File: src/hdl/bsp_defines.svh
// bsp_defines.svh: strap codes, reset values and pad indices for the strap/pin-mux block
// assumes: included by bare name from the design modules
`ifndef BSP_DEFINES_SVH
`define BSP_DEFINES_SVH

// ----------------------------------------------------------------------------
// operation-mode strap codes
// ----------------------------------------------------------------------------
`define BSP_MODE_DEV_100    3'h0
`define BSP_MODE_DEV_133    3'h1
`define BSP_MODE_DEV_150    3'h2
`define BSP_MODE_HOST_100   3'h4
`define BSP_MODE_HOST_133   3'h5
`define BSP_MODE_HOST_150   3'h6
`define BSP_MODE_RESET      3'h2
`define BSP_MODE_HOST_BIT   2

// ----------------------------------------------------------------------------
// rate codes, reference clock, control register bits
// ----------------------------------------------------------------------------
`define BSP_RATE_100        2'h0
`define BSP_RATE_133        2'h1
`define BSP_RATE_150        2'h2
`define BSP_RATE_BAD        2'h3
`define BSP_REFCLK_25M      2'h1
`define BSP_CTRL_BIT_A      3
`define BSP_CTRL_BIT_B      4
`define BSP_CTRL_BIT_C      5
`define BSP_PIO_STRETCH_MIN 3'h3

// ----------------------------------------------------------------------------
// parallel ATA signal indices, data bits are 0..15
// ----------------------------------------------------------------------------
`define BSP_NUM_ATA         30
`define BSP_IDX_CS0N        16
`define BSP_IDX_CS1N        17
`define BSP_IDX_DA0         18
`define BSP_IDX_DA1         19
`define BSP_IDX_DA2         20
`define BSP_IDX_RDN         21
`define BSP_IDX_WRN         22
`define BSP_IDX_DACKN       23
`define BSP_IDX_DREQ        24
`define BSP_IDX_INTR        25
`define BSP_IDX_RSTN        26
`define BSP_IDX_SPH         27
`define BSP_IDX_RDY         28
`define BSP_IDX_ACTN        29

`endif

File: src/hdl/bsp_pkg.sv
// bsp_pkg.sv: types shared by the strap/pin-mux block
// assumes: bsp_defines.svh on the include path
package bsp_pkg;
    typedef enum logic {BSP_CAPTURE, BSP_RUN} bsp_state_t;
    typedef enum logic {BSP_ROLE_DEVICE, BSP_ROLE_HOST} bsp_role_t;
endpackage : bsp_pkg

File: src/hdl/bsp_pad_swap.sv
// bsp_pad_swap.sv: registered normal/reversed pad order for the parallel ATA signals
// assumes: one clock, reverse and enable held stable while running
`timescale 1ns/10ps
`default_nettype none
`include "bsp_defines.svh"

module bsp_pad_swap
    import bsp_pkg::*;
#(
    parameter int N = `BSP_NUM_ATA
)(
    // clock and reset
    input  wire logic         mclk,
    input  wire logic         rst_n,
    // control
    input  wire logic         reverseOrder,
    input  wire logic         outEnable,
    // core side, logical signal order
    input  wire logic [N-1:0] coreOut,
    input  wire logic [N-1:0] coreOe,
    output var  logic [N-1:0] coreIn,
    // pad side, physical order
    input  wire logic [N-1:0] padIn,
    output var  logic [N-1:0] padOut,
    output var  logic [N-1:0] padOe
);

    // mirror partner of each signal except RDY and ACTN, which keep their place; the mapping is its own inverse
    function automatic int mirrorIdx(input int i);
        case (i)
            0:                mirrorIdx = 13;
            13:               mirrorIdx = 0;
            2:                mirrorIdx = 15;
            15:               mirrorIdx = 2;
            1:                mirrorIdx = 14;
            14:               mirrorIdx = 1;
            12:               mirrorIdx = `BSP_IDX_DREQ;
            `BSP_IDX_DREQ:    mirrorIdx = 12;
            3:                mirrorIdx = `BSP_IDX_WRN;
            `BSP_IDX_WRN:     mirrorIdx = 3;
            11:               mirrorIdx = `BSP_IDX_RDN;
            `BSP_IDX_RDN:     mirrorIdx = 11;
            4:                mirrorIdx = `BSP_IDX_DACKN;
            `BSP_IDX_DACKN:   mirrorIdx = 4;
            10:               mirrorIdx = `BSP_IDX_INTR;
            `BSP_IDX_INTR:    mirrorIdx = 10;
            5:                mirrorIdx = `BSP_IDX_SPH;
            `BSP_IDX_SPH:     mirrorIdx = 5;
            9:                mirrorIdx = `BSP_IDX_DA1;
            `BSP_IDX_DA1:     mirrorIdx = 9;
            6:                mirrorIdx = `BSP_IDX_DA0;
            `BSP_IDX_DA0:     mirrorIdx = 6;
            8:                mirrorIdx = `BSP_IDX_DA2;
            `BSP_IDX_DA2:     mirrorIdx = 8;
            7:                mirrorIdx = `BSP_IDX_CS0N;
            `BSP_IDX_CS0N:    mirrorIdx = 7;
            `BSP_IDX_RSTN:    mirrorIdx = `BSP_IDX_CS1N;
            `BSP_IDX_CS1N:    mirrorIdx = `BSP_IDX_RSTN;
            default:          mirrorIdx = i;
        endcase
    endfunction : mirrorIdx

    logic [N-1:0] padOut_d;
    logic [N-1:0] padOe_d;
    logic [N-1:0] coreIn_d;

    // ------------------------------------------------------------------------
    // per-position select
    // ------------------------------------------------------------------------
    genvar i;
    generate
        for (i = 0; i < N; i++)
        begin : g_pos
            localparam int M = mirrorIdx(i);
            assign padOut_d[i] = reverseOrder ? coreOut[M] : coreOut[i];
            assign padOe_d[i]  = outEnable & (reverseOrder ? coreOe[M] : coreOe[i]);
            assign coreIn_d[i] = reverseOrder ? padIn[M] : padIn[i];
        end
    endgenerate

    always_ff @(posedge mclk or negedge rst_n)
    begin
        if (!rst_n)
        begin
            padOut <= '0;
            padOe  <= '0;
            coreIn <= '0;
        end
        else
        begin
            padOut <= padOut_d;
            padOe  <= padOe_d;
            coreIn <= coreIn_d;
        end
    end

endmodule : bsp_pad_swap
`default_nettype wire

File: src/hdl/bsp_strap_pinmux.sv
// bsp_strap_pinmux.sv: strap capture, rate control and shared-pin muxing of the bridge
// assumes: all inputs synchronous to mclk; rst_n is the chip-wide power-on reset
`timescale 1ns/10ps
`default_nettype none
`include "bsp_defines.svh"

module bsp_strap_pinmux
    import bsp_pkg::*;
#(
    parameter int N = `BSP_NUM_ATA
)(
    // clock and global reset
    input  wire logic         mclk,
    input  wire logic         rst_n,
    // configuration straps
    input  wire logic [2:0]   opModeStrap,
    input  wire logic         fixed_udma_rate,
    input  wire logic         ata_output_enable,
    input  wire logic         power_mgmt_translate_enable,
    input  wire logic         spread_clock_enable,
    input  wire logic [1:0]   ref_clock_select,
    // decoded configuration
    output var  logic         hostRole,
    output var  logic         deviceOne,
    output var  logic         reverseOrder,
    output var  logic [1:0]   udmaCeiling,
    output var  logic [1:0]   udmaRate,
    output var  logic         sscOn,
    output var  logic         strapFault,
    // link state and power-management requests
    input  wire logic         phyCommUp,
    input  wire logic         pmCmdValid,
    input  wire logic         pmCmdSlumber,
    output var  logic         link_ready,
    output var  logic         partialReq,
    output var  logic         slumberReq,
    // set-features rate request
    input  wire logic         setFeatValid,
    input  wire logic [1:0]   setFeatRate,
    // protocol engine side
    input  wire logic [2:0]   pioMode,
    input  wire logic [7:0]   ataCtrlReg,
    input  wire logic         diagPhase,
    input  wire logic         devActive,
    input  wire logic         diagDone,
    input  wire logic [N-1:0] ataCoreOut,
    input  wire logic [N-1:0] ataCoreOe,
    output var  logic [N-1:0] ataCoreIn,
    output var  logic         slaveSeen,
    output var  logic         slaveDiagDone,
    // parallel ATA pads
    input  wire logic [N-1:0] ataPadIn,
    output var  logic [N-1:0] ataPadOut,
    output var  logic [N-1:0] ataPadOe,
    // master/slave select pin, shared output b
    input  wire logic         msSelIn,
    output var  logic         msSelOut,
    output var  logic         msSelOe,
    // diagnostic / pin-order pin
    input  wire logic         diagPinIn,
    output var  logic         diagPinOut,
    output var  logic         diagPinOe
);

    function automatic logic modeReserved(input logic [2:0] m);
        modeReserved = (m[1:0] == `BSP_RATE_BAD);
    endfunction : modeReserved

    function automatic logic rateLegal(input logic [1:0] r, input logic [1:0] ceil);
        rateLegal = (r != `BSP_RATE_BAD) && (r <= ceil);
    endfunction : rateLegal

    // ------------------------------------------------------------------------
    // state and registers
    // ------------------------------------------------------------------------
    bsp_state_t state_q;
    logic [2:0] mode_q;
    logic       fixed_q;
    logic       outEn_q;
    logic       power_mgmt_translate_enable_q;
    logic       devOne_q;
    logic       rev_q;
    logic [1:0] rate_q;
    logic       partial_q;
    logic       slumber_q;
    logic       link_q;
    logic       sscOn_q;
    logic       fault_q;
    logic       slaveSeen_q;
    logic       slaveDiag_q;
    logic       msOut_q;
    logic       msOe_q;
    logic       diagOut_q;
    logic       diagOe_q;

    // ------------------------------------------------------------------------
    // decode
    // ------------------------------------------------------------------------
    wire        capture     = (state_q == BSP_CAPTURE);
    wire        strapBad    = modeReserved(opModeStrap) || (ref_clock_select != `BSP_REFCLK_25M);
    // reserved modes fall back to the default code rather than an undefined role
    wire [2:0]  modeSafe    = modeReserved(opModeStrap) ? `BSP_MODE_RESET : opModeStrap;
    wire        isHost      = mode_q[`BSP_MODE_HOST_BIT];
    wire [1:0]  ceil        = mode_q[1:0];
    wire        featTake    = !capture && !fixed_q && setFeatValid && rateLegal(setFeatRate, ceil);
    wire [1:0]  rate_d      = capture ? modeSafe[1:0] : (featTake ? setFeatRate : rate_q);
    wire        pmTake      = !capture && power_mgmt_translate_enable_q && pmCmdValid;
    wire        actAsserted = diagPhase ? 1'b1 : devActive;
    wire        hostDev1    = isHost && devOne_q;
    wire        hostDev0    = isHost && !devOne_q;

    // shared pads: control bits in device mode, presence/activity in host device1
    wire        actOut  = isHost ? !actAsserted : ataCtrlReg[`BSP_CTRL_BIT_A];
    wire        actOe   = !isHost || hostDev1;
    wire        spOut   = isHost ? 1'b1 : ataCtrlReg[`BSP_CTRL_BIT_C];
    wire        spOe    = !isHost || hostDev1;
    // ready only stretches from PIO 3 up; below that the pin is left undriven
    wire        rdyOe   = ataCoreOe[`BSP_IDX_RDY] && (pioMode >= `BSP_PIO_STRETCH_MIN);

    logic [N-1:0] muxOut;
    logic [N-1:0] muxOe;
    always_comb
    begin
        muxOut                = ataCoreOut;
        muxOe                 = ataCoreOe;
        muxOut[`BSP_IDX_ACTN] = actOut;
        muxOe[`BSP_IDX_ACTN]  = actOe;
        muxOut[`BSP_IDX_SPH]  = spOut;
        muxOe[`BSP_IDX_SPH]   = spOe;
        muxOe[`BSP_IDX_RDY]   = rdyOe;
    end

    // ------------------------------------------------------------------------
    // strap capture, held until the next reset
    // ------------------------------------------------------------------------
    always_ff @(posedge mclk or negedge rst_n)
    begin
        if (!rst_n)
        begin
            state_q  <= BSP_CAPTURE;
            mode_q   <= `BSP_MODE_RESET;
            fixed_q  <= 1'b0;
            outEn_q  <= 1'b0;
            power_mgmt_translate_enable_q   <= 1'b0;
            sscOn_q  <= 1'b0;
            fault_q  <= 1'b0;
            devOne_q <= 1'b0;
            rev_q    <= 1'b0;
        end
        else if (capture)
        begin
            state_q  <= BSP_RUN;
            mode_q   <= modeSafe;
            fixed_q  <= fixed_udma_rate;
            outEn_q  <= ata_output_enable;
            power_mgmt_translate_enable_q   <= power_mgmt_translate_enable;
            sscOn_q  <= spread_clock_enable;
            fault_q  <= strapBad;
            devOne_q <= modeSafe[`BSP_MODE_HOST_BIT] && msSelIn;
            rev_q    <= !modeSafe[`BSP_MODE_HOST_BIT] && diagPinIn;
        end
    end

    // ------------------------------------------------------------------------
    // rate, link and power-management requests
    // ------------------------------------------------------------------------
    always_ff @(posedge mclk or negedge rst_n)
    begin
        if (!rst_n)
        begin
            rate_q    <= `BSP_RATE_150;
            link_q    <= 1'b0;
            partial_q <= 1'b0;
            slumber_q <= 1'b0;
        end
        else
        begin
            rate_q    <= rate_d;
            link_q    <= phyCommUp;
            partial_q <= pmTake && !pmCmdSlumber;
            slumber_q <= pmTake && pmCmdSlumber;
        end
    end

    // ------------------------------------------------------------------------
    // shared pins and diagnostic handshake
    // ------------------------------------------------------------------------
    always_ff @(posedge mclk or negedge rst_n)
    begin
        if (!rst_n)
        begin
            msOut_q     <= 1'b0;
            msOe_q      <= 1'b0;
            diagOut_q   <= 1'b0;
            diagOe_q    <= 1'b0;
            slaveSeen_q <= 1'b0;
            slaveDiag_q <= 1'b0;
        end
        else
        begin
            msOut_q     <= ataCtrlReg[`BSP_CTRL_BIT_B];
            msOe_q      <= !capture && !isHost && outEn_q;
            diagOut_q   <= 1'b0;
            diagOe_q    <= !capture && hostDev1 && diagDone && outEn_q;
            slaveDiag_q <= hostDev0 && !diagPinIn;
            slaveSeen_q <= hostDev0 && (ataCoreIn[`BSP_IDX_SPH] || !ataCoreIn[`BSP_IDX_ACTN]);
        end
    end

    bsp_pad_swap #(
        .N            (N)
    ) u_swap (
        .mclk         (mclk),
        .rst_n        (rst_n),
        .reverseOrder (rev_q),
        .outEnable    (outEn_q),
        .coreOut      (muxOut),
        .coreOe       (muxOe),
        .coreIn       (ataCoreIn),
        .padIn        (ataPadIn),
        .padOut       (ataPadOut),
        .padOe        (ataPadOe)
    );

    assign hostRole      = isHost;
    assign deviceOne     = devOne_q;
    assign reverseOrder  = rev_q;
    assign udmaCeiling   = mode_q[1:0];
    assign udmaRate      = rate_q;
    assign sscOn         = sscOn_q;
    assign strapFault    = fault_q;
    assign link_ready    = link_q;
    assign partialReq    = partial_q;
    assign slumberReq    = slumber_q;
    assign slaveSeen     = slaveSeen_q;
    assign slaveDiagDone = slaveDiag_q;
    assign msSelOut      = msOut_q;
    assign msSelOe       = msOe_q;
    assign diagPinOut    = diagOut_q;
    assign diagPinOe     = diagOe_q;
endmodule : bsp_strap_pinmux
`default_nettype wire

File: config.mk
export PLATFORM = sky130hd
export DESIGN_NAME = bsp_strap_pinmux
export DESIGN_NICKNAME = d
export VERILOG_FILES = /design/src/hdl/bsp_pkg.sv /design/src/hdl/bsp_pad_swap.sv /design/src/hdl/bsp_strap_pinmux.sv
export VERILOG_INCLUDE_DIRS = /design/src /design/src/hdl
export SDC_FILE = /design/constraint.sdc
export NUM_CORES = 1
export LEC_CHECK = 0
export ABC_CLOCK_PERIOD_IN_PS = 4600
export BUFFER_PORTS_ARGS = -buffer_cell sky130_fd_sc_hd__buf_2
export CAP_MARGIN = 30
export CORE_MARGIN = 3
export CORE_UTILIZATION = 48
export CTS_CLUSTER_SIZE = 25
export DETAILED_ROUTE_END_ITERATION = 6
export PLACE_DENSITY = 0.95
export SLEW_MARGIN = 20
export SYNTH_ARGS = -nofsm -noshare
export SYNTH_HDL_FRONTEND = slang
export SYNTH_SLANG_ARGS = --single-unit
File: constraint.sdc
create_clock -name mclk -period 4.6 [get_ports mclk]
set_clock_uncertainty 0.2 [all_clocks]
set_input_delay 0.92 -clock mclk [delete_from_list [all_inputs] [get_ports mclk]]
set_output_delay 0.92 -clock mclk [all_outputs]
set_load 0.02 [all_outputs]
Word level (Yosys, flattened, before mapping) --
Cells that the tools add are included. Widths: inputs -> output; s select.
Cells by class: magnitude comparators 2, muxes and demuxes 90, reduce and logical (&&, ||, !) cells 31, bitwise gates (word level) 30, equality and inequality tests 4
Operators by type and width (number):
- $mux 1 | 87
- $and 1x1->1 | 30
- $logic_and 1x1->1 | 20
- $logic_not 1->1 | 8
- $mux 2 | 2
- $ne 2x1->1 const B | 2
- $ge 3x2->1 const B | 1
- $logic_or 1x1->1 | 3
- $mux 3 | 1
- $eq 2x2->1 const B | 1
- $le 2x2->1 | 1
- $ne 2x2->1 const B | 1
Word-level totals: output and inout bits 108, logic and storage cells 178, bits in registers 111, input bits 123

Longest topological paths before layout --
word-level depth 6, depth in mapped cells 6, mapped depth without buffers 6

Modules after synthesis --
A second synthesis with hierarchy kept.
Unflattened totals: cells, all modules 299, area, all modules 4555.6 µm²
By module, submodules not included:
- bsp_pad_swap | instances 1, cells each 217, area each 3674.8 µm², seq. area each 2252.2 µm²
- bsp_strap_pinmux | instances 1, cells each 82, area each 880.8 µm², seq. area each 528.0 µm²

Worst setup path after synthesis --
Ideal clock, no wire load.
path type input to register, from in setFeatRate[1], to reg rate_q[1] (netlist: udmaRate[1]), slack 2430 ps, cell stages on the path 5, data required time 4323 ps, setup time 77 ps, path buffers 0, data arrival time 1892 ps, path through ha_1 > nor2b_1 > a2bb2oi_1 > o311a_1 > a31oi_1
On the way: longest elaborated chain between the ends 4, elaborated cells between the ends (all ways) 7, those cells by class order compare (1); eq/ne (2); mux (2); reduce/logical (2)
Ends and longest elaborated chain:
- start: declaration | RTL line bsp_strap_pinmux.sv:39 | input wire logic [1:0] setFeatRate,
- $le 2x2->1 / $ne 2x2->1 (equally long branches)
- $logic_and 1x1->1 | RTL line bsp_strap_pinmux.sv:70 | rateLegal = (r != `BSP_RATE_BAD) && (r <= ceil);
- $logic_and 1x1->1 | RTL line bsp_strap_pinmux.sv:105 | wire featTake = !capture && !fixed_q && setFeatValid && rateLegal(setFeatRate, ceil);
- $ne 2x1->1 (no line)
- end signal: assignment | RTL line bsp_strap_pinmux.sv:171 | rate_q <= `BSP_RATE_150;
- end signal: assignment | RTL line bsp_strap_pinmux.sv:178 | rate_q <= rate_d;
- end: declaration | RTL line bsp_strap_pinmux.sv:83 | logic [1:0] rate_q;
Several ways; a longest one is shown, not always the timed one. The select of a mux whose other input is x is not followed. A chain may end at the register's enable or synchronous reset.

Worst setup path in the final report --
from reg rev_q (netlist: reverseOrder), to out reverseOrder
RTL lines:
- start: declaration | RTL line bsp_strap_pinmux.sv:82 | logic rev_q;
- start signal: assignment | RTL line bsp_strap_pinmux.sv:160 | rev_q <= !modeSafe[`BSP_MODE_HOST_BIT] && diagPinIn;
- end: declaration | RTL line bsp_strap_pinmux.sv:25 | output var logic reverseOrder,
No word-level cell between the ends.

==> results.yml <==
floorplan:
  initial_utilization: 0.508
  rows: 33
  io_pins: 231
  core_sq_um: 8460
  die_w_microns: 101
  die_area_sq_um: 10100
  die_y_microns: 101
global_route:
  antenna_found_initial: 0
  grt.overflow.total: 0
  grt_pass1_wl_microns: 15600
  grt_max_degree: 81
  grt_pass1_vias: 3311
  grtUsageTotal: 0.195
route:
  drt_iter0_drc: 59
  routed_wl_microns: 9910
  route.vias.total: 3082
  via_per_inst: 4.88
  final_antenna_net_count: 0
  dr.pass1.iters: 4
  drc: 0
  wl_per_cell_microns: 15.7
sta:
  report.final.slew_viol_count: 0
  min_period_ns: 2.49
  timing.fmax_mhz: 401
  setup_slack_ns: 2.11
  worst_pin_slew_ns: 0.684
  setup_violations: 0
  setup_tns_ns: 0
  rsz0062_at_grt: "no"
  fin_crit_sh: 0.542
  hold_viol_final: 0
  relSlewSlack: 0.544
cells_and_area:
  drive_above_1_share: 0.573
  layout.cells.non_filler: 632
  syn_to_final_growth_pct: 32.0
  final_cell_mix: "buf_2, dfrtp_1, mux2_2"
  seqCellArea_sq_um: 2780
  nFillCells: 618
  layout.nets: 647
  final_core_util: 0.671
  multi_input_area_sq_um: 1400
  antennaDiodeCount: 0
  layout_commonest_cell: "buf_2"
logic_synthesis:
  ys_warn_count: 0
  ys_seq_elements: 111
  synth_edf_count: 0
  synth_area_sq_um: 4300
  synthFlopType: "dfrtp_1"
  yosysUniqueCellTypes: 30
  ys_seq_area_frac: 0.646
  netlist_instances: 303
  syn_nets: 428
  async_flop_share: 1.00
  avgSynthCellArea_sq_um: 14.2
power:
  finalPower_w: 0.00209
  power.density_nw_per_um2: 368
  p_leak_nw: 2.94
  ir_worst_vdd_mv: 0.170
setup_path:
  cp.buffers_inverters: 1
  path_cells: "buf_2"
  cpMaxStageDelayCell: "dfrtp_4"
  reg2reg_depth: 2
  r2r-end: "u_swap.coreIn[12]$_DFF_PN0_"
  r2r_start: "reverseOrder$_DFFE_PN0N_"
  worstPathRequired_ns: 3.48
  crit_path_max_incr_delay_ns: 0.76
  path_class: "flip-flop to output pin"
  cp-end-kind: "output pin"
  cp_max_fo: 41
  path_delay_family: "flip-flops"
  r2r_slack_ns: 2.43
  cp.arrival_ns: 1.37
  crit_path_start_kind: "flip-flop"
worst_hold_path:
  min-delay-start: "u_swap.coreIn[29]$_DFF_PN0_"
  hold_end: "slaveSeen$_DFF_PN0_"
  hold_path.class: "flip-flop to flip-flop"
  hold_depth: 1
cts:
  cts_max_level: 3
  cts_resized: 0
  clk_latency_ns: 0.35
  path_clk_slew_ns: 0.09
  cts_setup_buffers: 0
  cts_tree: "yes"
  root_buffer: "clkbuf_8"
  cts_hold_buf: 0
  numCtsBuffers: 9
  cts_buffer_depth: 2
  clock-sinks: 111
place:
  dp.cells: 615
  place.gp.congestion: 0.811
  place_hpwl_microns: 7660
  post-place-ws_ns: 2.22
  portBuffers: 220
job:
  cap_viol_max_count: 0
status:
  status: "completed"
-- worst max-delay path by stage --
stage                             startpoint                       to  slack (ns)  depth (start not counted)
global placement              setFeatRate[1]  udmaRate[1]$_DFFE_PN1P_        2.27                          6
detailed placement            setFeatRate[1]  udmaRate[1]$_DFFE_PN1P_        2.22                          6
global route        reverseOrder$_DFFE_PN0N_             reverseOrder        2.00                          1
floorplan                     setFeatRate[1]  udmaRate[1]$_DFFE_PN1P_        2.43                          5
finish              reverseOrder$_DFFE_PN0N_             reverseOrder        2.11                          1
CTS                 reverseOrder$_DFFE_PN0N_             reverseOrder        2.08                          1
-- flip-flops by register name, indices dropped and copies added, names as in the netlist, 2 cells and up --
signal / count
mode_q: 3
u_swap.padOe: 30
u_swap.coreIn: 30
u_swap.padOut: 30
udmaRate: 2
-- cells by family (layout without fill, tap and decap cells) --
group,after synthesis,in the layout,synth area share
buffers and inverters,24,248,0.0294
multiplexers,84,84,0.212
AND/OR/NAND/NOR,60,60,0.0753
AO/OA/AOI/OAI,20,20,0.0294
adder cells (fa/ha/maj),2,2,0.00581
other,2,2,0.00175
flip-flops,111,111,0.646
-- routing by layer --
layer / global-route usage / part of all wire / vias up
met5: 0 / 0 / -
met4: 0.0642 / 0.014 / 0
met3: 0.0512 / 0.090 / 14
met2: 0.356 / 0.53 / 145
met1: 0.221 / 0.37 / 1462
li1: - / - / 1461
-- report_power, final --
group,switching [W],internal (W)
Combinational,0.000246,0.000187
Sequential,0.0000449,0.00106
Clock,0.000319,0.000230
Total,0.000610,0.00148
-- worst register-to-register path, delay by kind of cell (launching register included) --
kind,cells,cell delay [ns]
buf+inv,1,0.66
flops,1,0.76
mux,1,0.44
-- final cells by class --
type | instances | area share
flip-flops and latches | 111 | 0.490
multi-input cells | 168 | 0.246
repair buffers | 224 | 0.202
clock buffers | 11 | 0.0267
well taps | 105 | 0.0231
clock inverters | 5 | 0.00705
inverters | 8 | 0.00529
-- stage by stage --
step | hold slack, ns | area [sq um]
finish | 0.243 | 5680
CTS | 0.242 | 5660
global placement | 0.228 | 5470
detailed placement | 0.242 | 5470
floorplan | 0.280 | 4300
global route | 0.263 | 5680
-- synthesized netlist by cell type (3+ instances only) --
cell	number	area share
nand3_1	3	0.0035
o21ai_0	8	0.0093
buf_2	8	0.0093
mux2_2	57	0.15
mux2i_1	26	0.060
dfrtp_1	109	0.63
inv_1	8	0.0070
nand2_1	13	0.011
buf_4	3	0.0052
clkbuf_1	3	0.0026
nor2_1	9	0.0079
a21oi_1	5	0.0058
nor2b_1	28	0.041
Power figures use the tool's default switching activity.
